### src/ucr_params.svh
// constants of the per-channel register map: offsets, fields, reset values
`ifndef UCR_PARAMS_SVH
`define UCR_PARAMS_SVH
// ---------------------------------------------------------------
// register offsets (four-bit channel address)
// ---------------------------------------------------------------
`define UCR_OFS_HOLD 4'h0
`define UCR_OFS_IEN 4'h1
`define UCR_OFS_ISRC 4'h2
`define UCR_OFS_LCTL 4'h3
`define UCR_OFS_MCTL 4'h4
`define UCR_OFS_LSTAT 4'h5
`define UCR_OFS_MSTAT 4'h6
`define UCR_OFS_SCR 4'h7
`define UCR_OFS_FEAT 4'h8
`define UCR_OFS_EFN 4'h9
`define UCR_OFS_TXLVL 4'ha
`define UCR_OFS_RXLVL 4'hb
`define UCR_OFS_XCH 4'hc
`define UCR_OFS_STOP2 4'hd
`define UCR_OFS_RES1 4'he
`define UCR_OFS_RES2 4'hf
// ---------------------------------------------------------------
// field positions
// ---------------------------------------------------------------
`define UCR_LCTL_DIV_BIT 7
`define UCR_EFN_ENH_BIT 4
`define UCR_MCTL_LOOP_BIT 4
`define UCR_MCTL_IMM_BIT 3
`define UCR_MCTL_FSEL_BIT 2
`define UCR_FRAC_MDROP_BIT 6
`define UCR_FRAC_POL_BIT 7
`define UCR_FEAT_HDX_BIT 5
`define UCR_IEN_ENH_MASK 8'he0
`define UCR_ISRC_ENH_MASK 8'h30
`define UCR_FCTL_ENH_MASK 8'h30
`define UCR_MCTL_ENH_MASK 8'he0
// ---------------------------------------------------------------
// reset values and timing
// ---------------------------------------------------------------
`define UCR_RST_BYTE 8'h00
`define UCR_DLY_UNIT_CYC 8'h10
`endif

### src/ucr_pkg.sv
// types shared by the register map modules
package ucr_pkg;
  typedef enum logic [2:0] {
    UCR_DIR_IDLE = 3'b001,
    UCR_DIR_TX = 3'b010,
    UCR_DIR_HOLD = 3'b100
  } ucr_dir_state_t;
endpackage

### src/ucr_dir_if.sv
// carrier between the register map and the half-duplex direction timer
interface ucr_dir_if;
  logic enable;
  logic [3:0] delay;
  logic tx_busy;
  logic dir_active;
  modport ctrl (output enable, output delay, output tx_busy, input dir_active);
  modport timer (input enable, input delay, input tx_busy, output dir_active);
endinterface

### src/ucr_dir_timer.sv
// half-duplex direction output timer with turnaround delay
`include "ucr_params.svh"
module ucr_dir_timer
  import ucr_pkg::*;
(
  input wire logic mclk_i, // system clock
  input wire logic rst_n_i, // async reset, low active
  ucr_dir_if.timer dir // settings and transmit activity
);
  ucr_dir_state_t state_reg;
  logic [11:0] cnt_reg;

  // ---------------------------------------------------------------
  // direction sequencer
  // ---------------------------------------------------------------
  // delay counts in units of a sixteen-clock bit slice after the last stop bit
  always_ff @(posedge mclk_i or negedge rst_n_i) begin
    if (!rst_n_i) begin
      state_reg <= UCR_DIR_IDLE;
      cnt_reg <= 12'h000;
    end else begin
      case (state_reg)
        UCR_DIR_IDLE: begin
          if (dir.enable && dir.tx_busy) begin
            state_reg <= UCR_DIR_TX;
          end
        end
        UCR_DIR_TX: begin
          if (!dir.tx_busy) begin
            state_reg <= UCR_DIR_HOLD;
            cnt_reg <= 12'(dir.delay) * 12'(`UCR_DLY_UNIT_CYC);
          end
        end
        UCR_DIR_HOLD: begin
          if (dir.tx_busy) begin
            state_reg <= UCR_DIR_TX;
          end else if (cnt_reg == 12'h000) begin
            state_reg <= UCR_DIR_IDLE;
          end else begin
            cnt_reg <= cnt_reg - 12'h001;
          end
        end
        default: begin
          state_reg <= UCR_DIR_IDLE;
        end
      endcase
    end
  end

  // active while sending and during the turnaround hold
  assign dir.dir_active = (state_reg != UCR_DIR_IDLE);
endmodule

### src/ucr_regmap.sv
// per-channel register map of an enhanced serial channel
//
// Behaviour
// - enhanced interrupt, fifo, modem control fields and status-slot write need enable bit 4
// - modem control bits 3 and 2 drive no package pin
// - modem control bits 3 and 2 are storage, looped back in loopback mode
// - modem control bit 3 also requests immediate character transmit
// - modem control bit 2 picks rts/cts or dtr/dsr hardware flow pair
// - divisor registers visible only while line control bit 7 is one
// - modem control bit 4 enables loopback, tx shift output feeds rx input
// - turnaround delay from status-slot write upper nibble releases direction output
// - divisor fraction bit 6 enables multidrop nine-bit addressing
`include "ucr_params.svh"
module ucr_regmap
  import ucr_pkg::*;
(
  input wire logic mclk_i, // system clock, 25 MHz
  input wire logic rst_n_i, // async reset, low active
  input wire logic [3:0] addr_i, // channel register offset
  input wire logic wr_i, // write strobe, one cycle
  input wire logic rd_i, // read strobe, one cycle
  input wire logic [7:0] wdata_i, // write data
  output logic [7:0] rdata_o, // read data, registered
  input wire logic [7:0] rx_data_i, // receive holding byte from receiver
  output logic rx_pop_o, // receive holding read pulse
  output logic [7:0] tx_data_o, // transmit holding byte, registered
  output logic tx_push_o, // transmit holding write pulse
  input wire logic [7:0] line_status_i, // line status from datapath
  input wire logic [3:0] int_source_i, // interrupt source code
  input wire logic [3:0] modem_delta_i, // modem delta flags
  input wire logic [3:0] flow_flag_set_i, // flow character events, pulses
  input wire logic [7:0] tx_level_i, // transmit fifo level
  input wire logic [7:0] rx_level_i, // receive fifo level
  input wire logic cts_n_i, // clear-to-send pin, async
  input wire logic dsr_n_i, // data-set-ready pin, async
  input wire logic cd_n_i, // carrier-detect pin, async
  input wire logic ri_n_i, // ring pin, async
  input wire logic tx_shift_i, // transmit shift output
  input wire logic tx_busy_i, // transmitter has a character in flight
  output logic rx_shift_o, // receive shift input
  input wire logic rx_pin_i, // serial receive pin, async
  output logic tx_pin_o, // serial transmit pin
  output logic rts_n_o, // request-to-send pin
  output logic dtr_n_o, // data-terminal-ready pin
  output logic [7:0] fifo_control_o, // last fifo control write
  output logic fifo_ctl_wr_o, // fifo control write pulse
  output logic [15:0] divisor_o, // baud divisor
  output logic [3:0] divisor_frac_o, // fractional divisor
  output logic multidrop_o, // nine-bit addressing enable
  output logic tx_immediate_o, // immediate transmit request
  output logic flow_sel_dtr_o, // hardware flow uses dtr/dsr
  output logic [3:0] hdx_disables_o, // tx/rx disable controls
  output logic loopback_o // internal loopback active
);
  logic [7:0] div_lo_reg, div_hi_reg, div_frac_reg, int_en_reg, line_ctl_reg, modem_ctl_reg;
  logic [7:0] scratch_reg, feature_reg, enh_func_reg, tx_trig_reg, rx_trig_reg, fifo_ctl_reg;
  logic [7:0] hdx_cfg_reg, stop_one_reg, stop_two_reg, resume_one_reg, resume_two_reg;
  logic [3:0] flow_flag_reg, flow_flag_next;
  logic [3:0] delta_reg;
  logic [3:0] pin_s1, pin_s2, pin_s3, pin_reg;
  logic [1:0] rxp_s;
  logic rxp_s3, rxp_reg;
  logic div_sel, enh;
  logic [7:0] rd_next;
  logic [3:0] modem_in;
  ucr_dir_if dir_bus ();

  assign div_sel = line_ctl_reg[`UCR_LCTL_DIV_BIT];
  assign enh = enh_func_reg[`UCR_EFN_ENH_BIT];

  // ---------------------------------------------------------------
  // pin synchronisers: three stages, change taken when two and three agree
  // ---------------------------------------------------------------
  always_ff @(posedge mclk_i or negedge rst_n_i) begin
    if (!rst_n_i) begin
      pin_s1 <= 4'hf;
      pin_s2 <= 4'hf;
      pin_s3 <= 4'hf;
      pin_reg <= 4'hf;
    end else begin
      pin_s1 <= {cd_n_i, ri_n_i, dsr_n_i, cts_n_i};
      pin_s2 <= pin_s1;
      pin_s3 <= pin_s2;
      if (pin_s2 == pin_s3) begin
        pin_reg <= pin_s3;
      end
    end
  end

  // receive pin synchroniser, idles high
  always_ff @(posedge mclk_i or negedge rst_n_i) begin
    if (!rst_n_i) begin
      rxp_s <= 2'b11;
      rxp_s3 <= 1'b1;
      rxp_reg <= 1'b1;
    end else begin
      rxp_s <= {rxp_s[0], rx_pin_i};
      rxp_s3 <= rxp_s[1];
      if (rxp_s[1] == rxp_s3) begin
        rxp_reg <= rxp_s3;
      end
    end
  end

  // ---------------------------------------------------------------
  // writable registers
  // ---------------------------------------------------------------
  // enhanced bits are masked on write while enhanced bit 4 is clear
  always_ff @(posedge mclk_i or negedge rst_n_i) begin
    if (!rst_n_i) begin
      div_lo_reg <= `UCR_RST_BYTE;
      div_hi_reg <= `UCR_RST_BYTE;
      div_frac_reg <= `UCR_RST_BYTE;
      int_en_reg <= `UCR_RST_BYTE;
      line_ctl_reg <= `UCR_RST_BYTE;
      modem_ctl_reg <= `UCR_RST_BYTE;
      scratch_reg <= `UCR_RST_BYTE;
      feature_reg <= `UCR_RST_BYTE;
      enh_func_reg <= `UCR_RST_BYTE;
      tx_trig_reg <= `UCR_RST_BYTE;
      rx_trig_reg <= `UCR_RST_BYTE;
      fifo_ctl_reg <= `UCR_RST_BYTE;
      hdx_cfg_reg <= `UCR_RST_BYTE;
      stop_one_reg <= `UCR_RST_BYTE;
      stop_two_reg <= `UCR_RST_BYTE;
      resume_one_reg <= `UCR_RST_BYTE;
      resume_two_reg <= `UCR_RST_BYTE;
    end else if (wr_i) begin
      case (addr_i)
        `UCR_OFS_HOLD: begin
          if (div_sel) begin
            div_lo_reg <= wdata_i;
          end
        end
        `UCR_OFS_IEN: begin
          if (div_sel) begin
            div_hi_reg <= wdata_i;
          end else begin
            int_en_reg <= enh ? wdata_i : (wdata_i & ~`UCR_IEN_ENH_MASK);
          end
        end
        `UCR_OFS_ISRC: begin
          if (div_sel) begin
            div_frac_reg <= wdata_i;
          end else begin
            fifo_ctl_reg <= enh ? wdata_i : (wdata_i & ~`UCR_FCTL_ENH_MASK);
          end
        end
        `UCR_OFS_LCTL: line_ctl_reg <= wdata_i;
        `UCR_OFS_MCTL: modem_ctl_reg <= enh ? wdata_i : (wdata_i & ~`UCR_MCTL_ENH_MASK);
        `UCR_OFS_MSTAT: begin
          if (enh) begin
            hdx_cfg_reg <= wdata_i;
          end
        end
        `UCR_OFS_SCR: scratch_reg <= wdata_i;
        `UCR_OFS_FEAT: feature_reg <= wdata_i;
        `UCR_OFS_EFN: enh_func_reg <= wdata_i;
        `UCR_OFS_TXLVL: tx_trig_reg <= wdata_i;
        `UCR_OFS_RXLVL: rx_trig_reg <= wdata_i;
        `UCR_OFS_XCH: stop_one_reg <= wdata_i;
        `UCR_OFS_STOP2: stop_two_reg <= wdata_i;
        `UCR_OFS_RES1: resume_one_reg <= wdata_i;
        `UCR_OFS_RES2: resume_two_reg <= wdata_i;
        default: ;
      endcase
    end
  end

  // ---------------------------------------------------------------
  // self-clearing flags
  // ---------------------------------------------------------------
  // a set arriving in the read cycle survives the clear
  always_comb begin
    flow_flag_next = flow_flag_reg;
    if (rd_i && addr_i == `UCR_OFS_XCH) begin
      flow_flag_next = 4'h0;
    end
    flow_flag_next = flow_flag_next | flow_flag_set_i;
  end

  always_ff @(posedge mclk_i or negedge rst_n_i) begin
    if (!rst_n_i) begin
      flow_flag_reg <= 4'h0;
      delta_reg <= 4'h0;
    end else begin
      flow_flag_reg <= flow_flag_next;
      if (rd_i && addr_i == `UCR_OFS_MSTAT) begin
        delta_reg <= modem_delta_i;
      end else begin
        delta_reg <= delta_reg | modem_delta_i;
      end
    end
  end

  // modem inputs: loopback feeds the control outputs back, pins ignored
  // bits 3..0 order: cd, ri, dsr, cts (true level)
  always_comb begin
    if (modem_ctl_reg[`UCR_MCTL_LOOP_BIT]) begin
      modem_in = {modem_ctl_reg[`UCR_MCTL_IMM_BIT], modem_ctl_reg[`UCR_MCTL_FSEL_BIT],
                  modem_ctl_reg[0], modem_ctl_reg[1]};
    end else begin
      modem_in = ~pin_reg;
    end
  end

  // ---------------------------------------------------------------
  // read path
  // ---------------------------------------------------------------
  // unlisted bits read zero; interrupt source top bits mirror fifo enable
  always_comb begin
    rd_next = 8'h00;
    case (addr_i)
      `UCR_OFS_HOLD: rd_next = div_sel ? div_lo_reg : rx_data_i;
      `UCR_OFS_IEN: rd_next = div_sel ? div_hi_reg : int_en_reg;
      `UCR_OFS_ISRC: begin
        if (div_sel) begin
          rd_next = div_frac_reg;
        end else begin
          rd_next = {fifo_ctl_reg[0], fifo_ctl_reg[0], 2'b00, int_source_i};
          if (!enh) begin
            rd_next = rd_next & ~`UCR_ISRC_ENH_MASK;
          end
        end
      end
      `UCR_OFS_LCTL: rd_next = line_ctl_reg;
      `UCR_OFS_MCTL: rd_next = modem_ctl_reg;
      `UCR_OFS_LSTAT: rd_next = line_status_i;
      `UCR_OFS_MSTAT: rd_next = {modem_in, delta_reg | modem_delta_i};
      `UCR_OFS_SCR: rd_next = scratch_reg;
      `UCR_OFS_FEAT: rd_next = feature_reg;
      `UCR_OFS_EFN: rd_next = enh_func_reg;
      `UCR_OFS_TXLVL: rd_next = tx_level_i;
      `UCR_OFS_RXLVL: rd_next = rx_level_i;
      `UCR_OFS_XCH: rd_next = {4'h0, flow_flag_reg};
      default: rd_next = 8'h00;
    endcase
  end

  always_ff @(posedge mclk_i or negedge rst_n_i) begin
    if (!rst_n_i) begin
      rdata_o <= 8'h00;
      tx_data_o <= 8'h00;
    end else begin
      if (rd_i) begin
        rdata_o <= rd_next;
      end
      if (wr_i && addr_i == `UCR_OFS_HOLD && !div_sel) begin
        tx_data_o <= wdata_i;
      end
    end
  end

  // holding strobes only when the shared slot is not banked to the divisor
  assign rx_pop_o = rd_i && addr_i == `UCR_OFS_HOLD && !div_sel;
  assign tx_push_o = wr_i && addr_i == `UCR_OFS_HOLD && !div_sel;
  assign fifo_ctl_wr_o = wr_i && addr_i == `UCR_OFS_ISRC && !div_sel;

  // ---------------------------------------------------------------
  // control outputs
  // ---------------------------------------------------------------
  assign fifo_control_o = fifo_ctl_reg;
  assign divisor_o = {div_hi_reg, div_lo_reg};
  assign divisor_frac_o = div_frac_reg[3:0];
  assign multidrop_o = div_frac_reg[`UCR_FRAC_MDROP_BIT];
  assign tx_immediate_o = modem_ctl_reg[`UCR_MCTL_IMM_BIT];
  assign flow_sel_dtr_o = modem_ctl_reg[`UCR_MCTL_FSEL_BIT];
  assign hdx_disables_o = hdx_cfg_reg[3:0];
  assign loopback_o = modem_ctl_reg[`UCR_MCTL_LOOP_BIT];

  // loopback: tx shift into rx shift, line held at mark
  assign rx_shift_o = loopback_o ? tx_shift_i : rxp_reg;
  assign tx_pin_o = loopback_o ? 1'b1 : tx_shift_i;

  // ---------------------------------------------------------------
  // direction control and pins
  // ---------------------------------------------------------------
  assign dir_bus.enable = feature_reg[`UCR_FEAT_HDX_BIT];
  assign dir_bus.delay = hdx_cfg_reg[7:4];
  assign dir_bus.tx_busy = tx_busy_i;

  ucr_dir_timer u_dir (
    .mclk_i(mclk_i),
    .rst_n_i(rst_n_i),
    .dir(dir_bus.timer)
  );

  // bits 3 and 2 reach no pin; in half-duplex mode the direction output
  // replaces the selected control pin, polarity from fraction register bit 7
  always_comb begin
    rts_n_o = ~modem_ctl_reg[1];
    dtr_n_o = ~modem_ctl_reg[0];
    if (dir_bus.enable) begin
      if (flow_sel_dtr_o) begin
        dtr_n_o = dir_bus.dir_active ^ ~div_frac_reg[`UCR_FRAC_POL_BIT];
      end else begin
        rts_n_o = dir_bus.dir_active ^ ~div_frac_reg[`UCR_FRAC_POL_BIT];
      end
    end
    if (loopback_o) begin
      rts_n_o = 1'b1;
      dtr_n_o = 1'b1;
    end
  end
endmodule

### config.mk
export PLATFORM = sky130hd
export DESIGN_NAME = ucr_regmap
export DESIGN_NICKNAME = d
export VERILOG_FILES = /design/src/ucr_pkg.sv /design/src/ucr_dir_if.sv /design/src/ucr_dir_timer.sv /design/src/ucr_regmap.sv
export VERILOG_INCLUDE_DIRS = /design/src /design/src/src
export SDC_FILE = /design/constraint.sdc
export NUM_CORES = 1
export LEC_CHECK = 0
export BUFFER_PORTS_ARGS = -buffer_cell sky130_fd_sc_hd__buf_2
export CORE_AREA = 2 2 121 123
export CTS_BUF_LIST = sky130_fd_sc_hd__clkbuf_4
export DETAILED_ROUTE_END_ITERATION = 10
export DIE_AREA = 0 0 123 125
export GPL_TIMING_DRIVEN = 0
export PLACE_DENSITY_LB_ADDON = 0.08
export SYNTH_ARGS = -nofsm -noshare
export SYNTH_HDL_FRONTEND = slang
export SYNTH_HIERARCHICAL = 1
export SYNTH_SLANG_ARGS = --single-unit
### constraint.sdc
create_clock -name mclk_i -period 1.8 [get_ports mclk_i]
set_clock_uncertainty 0.05 [all_clocks]
set_input_delay 0 -clock mclk_i [delete_from_list [all_inputs] [get_ports mclk_i]]
set_output_delay 0 -clock mclk_i [all_outputs]
set_load 0.02 [all_outputs]
==> out/metrics.yaml, run 1 <==
run_status:
  status: "finished, violations left"
  violations: "negative setup slack"
final_layout:
  layout_commonest_cell: "buf_2"
  antennaDiodeCount: 0
  layout.nets: 918
  final_cells: 1046
  area_delta_synth_final_pct: 33.6
  mostFrequentLayoutCells: "buf_2 (133), dfrtp_1 (123), mux2_2 (72), dlygate4sd3_1 (72), buf_4 (45)"
  final_util: 0.690
  layout-drive-gt1-share: 0.448
  largest_reg_flops: 12
logic_synthesis:
  avgSynthCellArea_um2: 12.2
  yosys_warnings: 6
  syn-num-nets: 668
  synthCells: 599
  synth-edff-count: 0
  ys_seq_area_frac: 0.505
  synth_seq_cells: 147
  syn_area_mm2: 0.00733
  synth.distinct_cells: 80
  synth_flop_cell: "dfrtp_1"
  async_reset_ff_frac: 1.00
setup_path:
  cpMostUsedCell: "or4_4"
  worst_setup_path_start_kind: "flop"
  cp-end-kind: "flop"
  crit_path_cell_trace: "or4_4 > or3_4 > or4_4 > a21oi_2"
  reg2reg_depth: 4
  cp.arrival_ps: 2430
  startpoint: "u_dir/cnt_reg[1]"
  reg2reg_to: "u_dir/cnt_reg[11]"
  cp.required_ps: 2250
  r2r_start: "u_dir/cnt_reg[1]"
  cp_max_fo: 4
  worstSetupPathType: "flop to flop"
  cp-endpoint: "u_dir/cnt_reg[11]"
  max_stage_delay_ps: 550
  crit_path_top_delay_cell: "or4_4"
  reg2reg_slack_ps: -180
clock_network:
  clock-sinks: 147
  htreeDepth: 4
  clock_latency_ps: 570
  clockBufferDepth: 2
  cts_tree: "yes"
  clkSlewWorstSetupHoldPaths_ps: 130
  clockRootBuffer: "clkbuf_4"
  cts_buffers: 17
sta:
  slew_headroom: 0.470
  period_share: 1.10
  final_hold_viol_count: 0
  drv_slew: 0
  fmax_mhz: 505
  fin_crit_ps: 1980
  hold_slack_ps: 59.8
  rsz0062_at_grt: "true"
  final-setup-viol-count: 14
  worst_slack_ps: -178
  finalSetupTns_ps: -1330
  worst_pin_slew_ps: 794
place:
  gp_congestion: 0.962
  io_buffers: 121
  dp.cells: 905
  dp_slack_ps: -307
  dp_hpwl_mm: 14.3
die:
  start_util: 0.516
  fp.coreArea_mm2: 0.0142
  rows: 44
  fp.dieH_um: 125
  dieArea_mm2: 0.0154
  num_io_pins: 126
  die_w_um: 123
min_path:
  worstHoldPathType: "input port to flop"
global_route:
  grt_first_pass_wirelength_mm: 32.9
  grt_use_total: 0.283
  grt_pass1_vias: 6159
  grt_max_degree: 100
  antenna_found_initial: 0
  grt_overflow: 0
power:
  irDropWorstVdd_mv: 0.493
  power_frac_clock: 0.252
  p_seq_frac: 0.463
  intPower_w: 0.00626
  swShare: 0.329
  comb_power_share: 0.285
  p_switching_w: 0.00307
  powerDensity_mw_per_mm2: 951
  leakage_nw: 4.51
routing:
  wire_per_inst_um: 20.5
  vias_per_cell: 5.77
  postRouteWirelength_mm: 21.4
  vias: 6036
  ant_nets: 0
  route.detailed.drc: 0
  first_pass_iters: 5
  drt_iter0_drc: 332
job:
  cap_violations: 0
## worst min path at each step
stage                   end  slack, ps  cells after the start          start
2_1_floorplan  delta_reg[0]       -350                      0        rst_n_i
3_3_place_gp      pin_s1[2]         60                      1         ri_n_i
3_5_place_dp   tx_data_o[0]        -70                      1        rst_n_i
4_1_cts          rdata_o[2]          4                      5  tx_level_i[2]
5_1_grt          rdata_o[2]         20                      5  tx_level_i[2]
6_report         rdata_o[2]         60                      5  tx_level_i[2]
## kinds of logic (layout without fill, tap and decap cells)
kind of cell | count (synthesis) | after routing | synth area share
compound gates | 107 | 107 | 0.111
xor+xnor | 5 | 5 | 0.00597
fa+ha+maj | 3 | 3 | 0.00478
buf+inv | 60 | 323 | 0.0420
flops | 147 | 147 | 0.505
mux | 137 | 137 | 0.213
simple gates | 140 | 140 | 0.118
## through the flow
step / total power, W / cell area [um^2]
2_1_floorplan: 0.00577 / 7340
3_3_place_gp: 0.00652 / 8180
3_5_place_dp: 0.00660 / 8210
4_1_cts: 0.00922 / 9600
5_1_grt: 0.00976 / 9800
6_report: 0.00932 / 9800
## power by group through the flow
stage	clock, W	sequential, W	combinational (W)
finish	0.00235	0.00432	0.00265
global route	0.00253	0.00440	0.00283
CTS	0.00241	0.00432	0.00249
detailed placement	0	0.00436	0.00224
global placement	0	0.00433	0.00219
floorplan	0	0.00448	0.00129
## worst max-delay path: cells and delay by family, from the launching register on
kind | cells | cell delay, ps
flops | 1 | 400
compound gates | 1 | 130
simple gates | 3 | 1340
## cell type report
cell class | count | area, um^2
repair buffers | 233 | 1680
inverters | 12 | 45.0
well taps | 184 | 230
clock buffers | 17 | 128
flip-flops and latches | 147 | 3710
plain buffers | 46 | 294
clock inverters | 15 | 194
fillers | 1080 | 4400
multi-input cells | 392 | 3520
## synth_stat cells, types with 5 or more instances
| cell type | number | area, um^2 |
|---|---|---|
| a21oi_1 | 11 | 55.1 |
| o31ai_1 | 5 | 37.5 |
| mux2_4 | 16 | 240 |
| nand3b_1 | 6 | 45.0 |
| mux2_2 | 72 | 811 |
| or4_1 | 5 | 37.5 |
| buf_4 | 8 | 60.1 |
| mux2i_1 | 32 | 320 |
| o22ai_1 | 12 | 75.1 |
| dfrtp_1 | 126 | 3150 |
| dfstp_2 | 21 | 552 |
| a21o_1 | 8 | 60.1 |
| mux2_1 | 17 | 191 |
| nor2_1 | 17 | 63.8 |
| nand2_1 | 30 | 113 |
| and3_1 | 6 | 37.5 |
| buf_2 | 18 | 90.1 |
| nand3_1 | 11 | 55.1 |
| a31oi_1 | 5 | 31.3 |
| nor3_1 | 9 | 45.0 |
| inv_1 | 12 | 45.0 |
| nand2b_1 | 8 | 50.1 |
| nor2b_1 | 9 | 56.3 |
| o21ai_0 | 11 | 55.1 |
| clkbuf_1 | 14 | 52.6 |
| a32oi_1 | 8 | 70.1 |
## routing by layer
layer	wire, um	GRT usage
met2	10700	0.481
met4	634	0.106
met5	0	0
met3	1040	0.0561
met1	9010	0.355
## what timing repair did
item                                    CTS  global route
endpoints found under the hold margin   188             0
gates resized for setup                  39            19
endpoints found under the setup margin   27            22
hold buffers                             72             0
setup buffers                            25            14
pin swaps                                10            11
No activity file was read; power rests on OpenSTA's default activity.
==> inputs of run 2 (changes only) <==
==> constraint.sdc (replaced) <==
create_clock -name mclk_i -period 1.8 [get_ports mclk_i]
set_clock_uncertainty 0.05 [all_clocks]
set_input_delay 0.36 -clock mclk_i [delete_from_list [all_inputs] [get_ports mclk_i]]
set_output_delay 0.36 -clock mclk_i [all_outputs]
set_load 0.02 [all_outputs]
==> run 2 against run 1 <==
  * The flow still finishes with violations (negative setup slack)
  * Final cell count decreased by 5.0%
  * Core utilization decreased by 3.1 points
  * Sequential power about the same
  * Sequential share of layout area increased by 1.8 points
  * Non-clock buffer count decreased by 52
  * Maximum frequency decreased by 11%
  * Clock-buffer cell count unchanged
  * Flip-flop and latch count unchanged
  * Largest power group unchanged
  * Highest routed layer unchanged
==> out/metrics.yaml, run 2 (synthesized netlist as in run 1, its figures left out) <==
sta:
  drv_slew: 0
  final_hold_viol_count: 0
  period_share: 1.23
  hold_slack_ps: 80.7
  slew_headroom: 0.479
  fin_crit_ps: 2220
  final-setup-viol-count: 19
  fmax_mhz: 451
  rsz0062_at_grt: "true"
  worst_pin_slew_ps: 781
  worst_slack_ps: -419
global_route:
  grt_use_total: 0.287
  grt_first_pass_wirelength_mm: 33.1
  grt_overflow: 0
  grt_max_degree: 96
  grt_pass1_vias: 5886
  antenna_found_initial: 0
final_layout:
  layout-drive-gt1-share: 0.491
  largest_reg_flops: 12
  antennaDiodeCount: 0
  fillers: 1103
  final_cells: 994
  area_delta_synth_final_pct: 27.5
  layout.nets: 866
  layout.area.seq_mm2: 0.00371
  layout_commonest_cell: "buf_2"
  mostFrequentLayoutCells: "buf_2 (128), dfrtp_1 (122), mux2_2 (71)"
  multi_input_area_mm2: 0.00357
die:
  fp.dieH_um: 125
  fp.coreArea_mm2: 0.0142
  rows: 44
  num_io_pins: 126
  start_util: 0.516
  dieArea_mm2: 0.0154
  die_w_um: 123
routing:
  route.detailed.drc: 0
  wl_met3_mm: 1.24
  postRouteWirelength_mm: 21.5
  vias: 5864
  wire_per_inst_um: 21.6
  wirelength_met1_mm: 9.17
  first_pass_iters: 7
  drt_iter0_drc: 503
  ant_nets: 0
  top_layer: "met4"
  vias_per_cell: 5.90
  wl_met2_mm: 10.5
setup_path:
  crit_path_top_delay_cell: "dfrtp_1"
  cp_max_fo: 2
  max_stage_delay_ps: 420
  worst_setup_path_start_kind: "flop"
  crit_path_cell_trace: "nor2_2 > nand2_2 > xnor2_2 > a311o_1 > buf_6"
  cp-end-kind: "output port"
  cp.required_ps: 1390
  worstSetupPathType: "flop to output port"
  path_buf_inv: 1
  cp.arrival_ps: 1810
  crit_family: "flip-flops"
place:
  dp.cells: 905
  dp_hpwl_mm: 14.4
  gp_congestion: 0.967
  dp_slack_ps: -485
  io_buffers: 121
power:
  power_frac_clock: 0.241
  powerDensity_mw_per_mm2: 978
  p_seq_frac: 0.471
  intPower_w: 0.00607
  leakage_nw: 4.33
  p_switching_w: 0.00307
  comb_power_share: 0.288
  swShare: 0.336
  irDropWorstVdd_mv: 0.521
  p_total_w: 0.00914
clock_network:
  clock-sinks: 147
  cts_buffers: 17
  clockRootBuffer: "clkbuf_4"
  cts_tree: "yes"
  clock_latency_ps: 560
  htreeDepth: 4
  clockBufferDepth: 2
  clkSlewWorstSetupHoldPaths_ps: 130
run_status:
  status: "finished, violations left"
  violations: "negative setup slack"
min_path:
  worstHoldPathType: "input port to flop"
job:
  cap_violations: 0
-- run 2: cell types whose count changed in the layout (fill, tap and decap cells not counted), moves of 2 or more --
cell and delta:
buf_2 -5, buf_4 -4, buf_6 +10, buf_8 +2, dlygate4sd3_1 -53, inv_1 -3, inv_2 +3, inv_4 +3
mux2i_1 -2
-- run 2: tightest hold or removal path: stages --
cell and delay (ps):
buf_2 150, a21oi_1 90, o31a_1 100
-- run 2: worst paths after layout --
kind	startpoint	endpoint	slack [ps]	cells after the start
min reg2reg	pin_s1[3]	pin_s2[3]	320	0
min	tx_busy_i	u_dir/state_reg[0]	80	3
max reg2reg	u_dir/state_reg[1]	u_dir/cnt_reg[11]	-340	5
max	u_dir/state_reg[2]	dtr_n_o	-420	5
max in group asynchronous	rst_n_i	pin_s2[1]	590	3
min in group asynchronous	rst_n_i	div_lo_reg[2]	260	2
-- run 2: per-layer routing --
metal / vias to the layer above / GRT usage
li1: 2623 / -
met1: 2958 / 0.393
met2: 237 / 0.466
met3: 46 / 0.0479
met4: 0 / 0.0936
met5: - / 0
-- run 2: power by group through the flow --
stage	Clock [W]	Sequential [W]	Combinational (W)
after CTS	0.00227	0.00430	0.00254
after floorplan	0	0.00448	0.00129
after detailed placement	0	0.00436	0.00224
after global routing	0.00242	0.00439	0.00281
after global placement	0	0.00433	0.00220
final	0.00220	0.00431	0.00263
-- run 2: layout make-up --
type | count | share of cell area
sequential | 147 | 0.397
tap | 184 | 0.0246
clock inverter | 15 | 0.0178
clock buffer | 17 | 0.0136
buffer | 45 | 0.0302
multi-input combinational | 392 | 0.382
inverter | 12 | 0.00482
timing repair buffer | 182 | 0.130
-- run 2: repair_timing --
action,in CTS,in global routing
buffers inserted,28,17
resized for setup,65,31
hold buffers,19,0
endpoints found under the hold margin,74,0
setup endpoints to repair,28,50
pin swaps,19,14
-- run 2: stage by stage --
| stage | util | instance area (um^2) | setup TNS, ps |
|---|---|---|---|
| 2_1_floorplan | - | 7350 | -576 |
| 3_3_place_gp | 0.577 | 8190 | -271640 |
| 3_5_place_dp | 0.579 | 8220 | -29460 |
| 4_1_cts | 0.645 | 9160 | -3840 |
| 5_1_grt | 0.659 | 9350 | -4520 |
| 6_report | 0.659 | 9350 | -3350 |
==> inputs of run 3 (changes only) <==
Settings changed: CORE_AREA 2 2 121 123 to 2 2 114 116, DIE_AREA 0 0 123 125 to 0 0 116 118.
Clock period 1.8 ns to 2.85 ns, I/O delays scaled along.
==> run 3 against run 2 <==
  * The flow now finishes without violations
  * Power is 41% lower
  * Sequential share of layout area is 3.9 points higher
  * Flip-flop and latch count stayed put
  * Cell area is 9.1% lower
  * Combinational power is 46% lower
  * Non-clock buffer count is 52 lower
  * Register-to-register slack better by 950 ps
  * Global-route usage is 0.97 points higher
  * Highest routed layer is now met5
==> out/metrics.yaml, run 3 (synthesized netlist as in run 1, its figures left out) <==
place:
  io_buffers: 121
  placed_area_mm2: 0.00819
  gp_congestion: 0.907
  dp_hpwl_mm: 14.2
power:
  leakage_nw: 3.97
  irDropWorstVdd_mv: 0.419
  powerDensity_mw_per_mm2: 632
sta:
  final_hold_viol_count: 0
  drv_slew: 0
  worst_pin_slew_ps: 990
  final-setup-viol-count: 0
  fmax_mhz: 373
  period_share: 0.941
  hold_slack_ps: 47.4
  rsz0062_at_grt: "false"
  fin_crit_ps: 2680
  slew_headroom: 0.338
clock_network:
  clockRootBuffer: "clkbuf_4"
  cts_tree: "yes"
  cts-resized-gates: 0
  htreeDepth: 4
  postCtsSetupRepairBufs: 0
  clock-sinks: 147
  clkSlewWorstSetupHoldPaths_ps: 120
  cts_buffers: 17
  clock_latency_ps: 570
  clockBufferDepth: 2
routing:
  route.detailed.drc: 0
  ant_nets: 0
  vias: 5508
  vias_per_cell: 5.92
  drt_iter0_drc: 401
  first_pass_iters: 7
  postRouteWirelength_mm: 19.6
  wire_per_inst_um: 21.1
setup_path:
  cp_max_fo: 10
  path_buf_inv: 4
  crit_path_top_delay_cell: "nand3_1"
  max_stage_delay_ps: 460
  crit_path_cell_trace: "buf_2 > nor2_1 > buf_2 > nand3_1 > inv_1 > buf_2"
  worst_setup_path_start_kind: "input port"
  crit_family: "buffers and inverters"
  worstSetupPathType: "input port to output port"
  cpMostUsedCell: "buf_2"
  cp.required_ps: 2230
  cp.arrival_ps: 2060
  cp-end-kind: "output port"
die:
  die_w_um: 116
  num_io_pins: 126
  fp.coreArea_mm2: 0.0124
  rows: 41
  dieArea_mm2: 0.0137
  fp.dieH_um: 118
  start_util: 0.591
final_layout:
  largest_reg_flops: 12
  mostFrequentLayoutCells: "buf_2 (138), dfrtp_1 (126), mux2_2 (72)"
  layout-drive-gt1-share: 0.414
  design_area_mm2: 0.00851
  layout_commonest_cell: "buf_2"
  layout.nets: 814
  area_delta_synth_final_pct: 16.0
global_route:
  grt_first_pass_wirelength_mm: 30.2
  grt_pass1_vias: 5603
  grt_use_total: 0.297
  antenna_found_initial: 2
  grt_max_degree: 96
  grt_overflow: 0
job:
  cap_violations: 0
run_status:
  status: "finished, final reports clean"
min_path:
  worstHoldPathType: "input port to flop"
-- run 3: changes by cell type in the layout (fill, tap and decap cells not counted), sizes merged --
cell | previous run | this run
buf | 196 | 156
dlygate4sd3 | 19 | 5
bufinv | 2 | 0
clkbuf | 29 | 31
clkinv | 2 | 4
diode | 0 | 1
-- run 3: final timing paths --
| kind | start | slack, ps | cells past startpoint | endpoint |
|---|---|---|---|---|
| worst max-delay path | addr_i[1] | 170 | 6 | tx_push_o |
| worst min-delay path | rx_pin_i | 50 | 1 | rxp_s[0] |
| worst max register to register | u_dir/cnt_reg[8] | 610 | 4 | u_dir/cnt_reg[0] |
| worst min register to register | rxp_s[1] | 310 | 0 | rxp_s3 |
| max in group asynchronous | rst_n_i | 1410 | 3 | pin_reg[0] |
| min in group asynchronous | rst_n_i | 460 | 2 | tx_data_o[3] |
-- run 3: per-layer routing --
metal | vias up | global-route usage | part of all wire
met5 | - | 0 | 0.00066
met4 | 2 | 0.0900 | 0.018
met3 | 32 | 0.0669 | 0.054
met2 | 190 | 0.489 | 0.51
met1 | 2773 | 0.392 | 0.42
li1 | 2511 | - | -
-- run 3: through the flow --
stage	total power [W]	setup slack, ps	instances	TNS, ps	utilization
2_1_floorplan	0.00364	391	599	0	-
3_3_place_gp	0.00411	-840	892	-104430	0.657
3_5_place_dp	0.00416	238	893	0	0.660
4_1_cts	0.00541	227	930	0	0.685
5_1_grt	0.00564	61.9	931	0	0.685
6_report	0.00538	169	931	0	0.685
-- run 3: repair_timing --
item | in CTS | in global routing
hold endpoints to repair | 55 | 0
hold buffers | 5 | 0
endpoints found under the setup margin | 0 | 0
-- run 3: final cells by class --
type	count	area, um^2
plain buffers	48	263
fillers	980	3910
clock inverters	15	136
flip-flops and latches	147	3700
diodes	1	2.50
multi-input cells	392	3320
repair buffers	127	689
clock buffers	17	128
well taps	172	215
inverters	12	45.0
-- run 3: report_power, final --
group	switching [W]	leakage, nW	internal, W
clock network	0.000860	0.150	0.000387
logic	0.000760	2.03	0.000652
registers	0.000253	1.80	0.00247
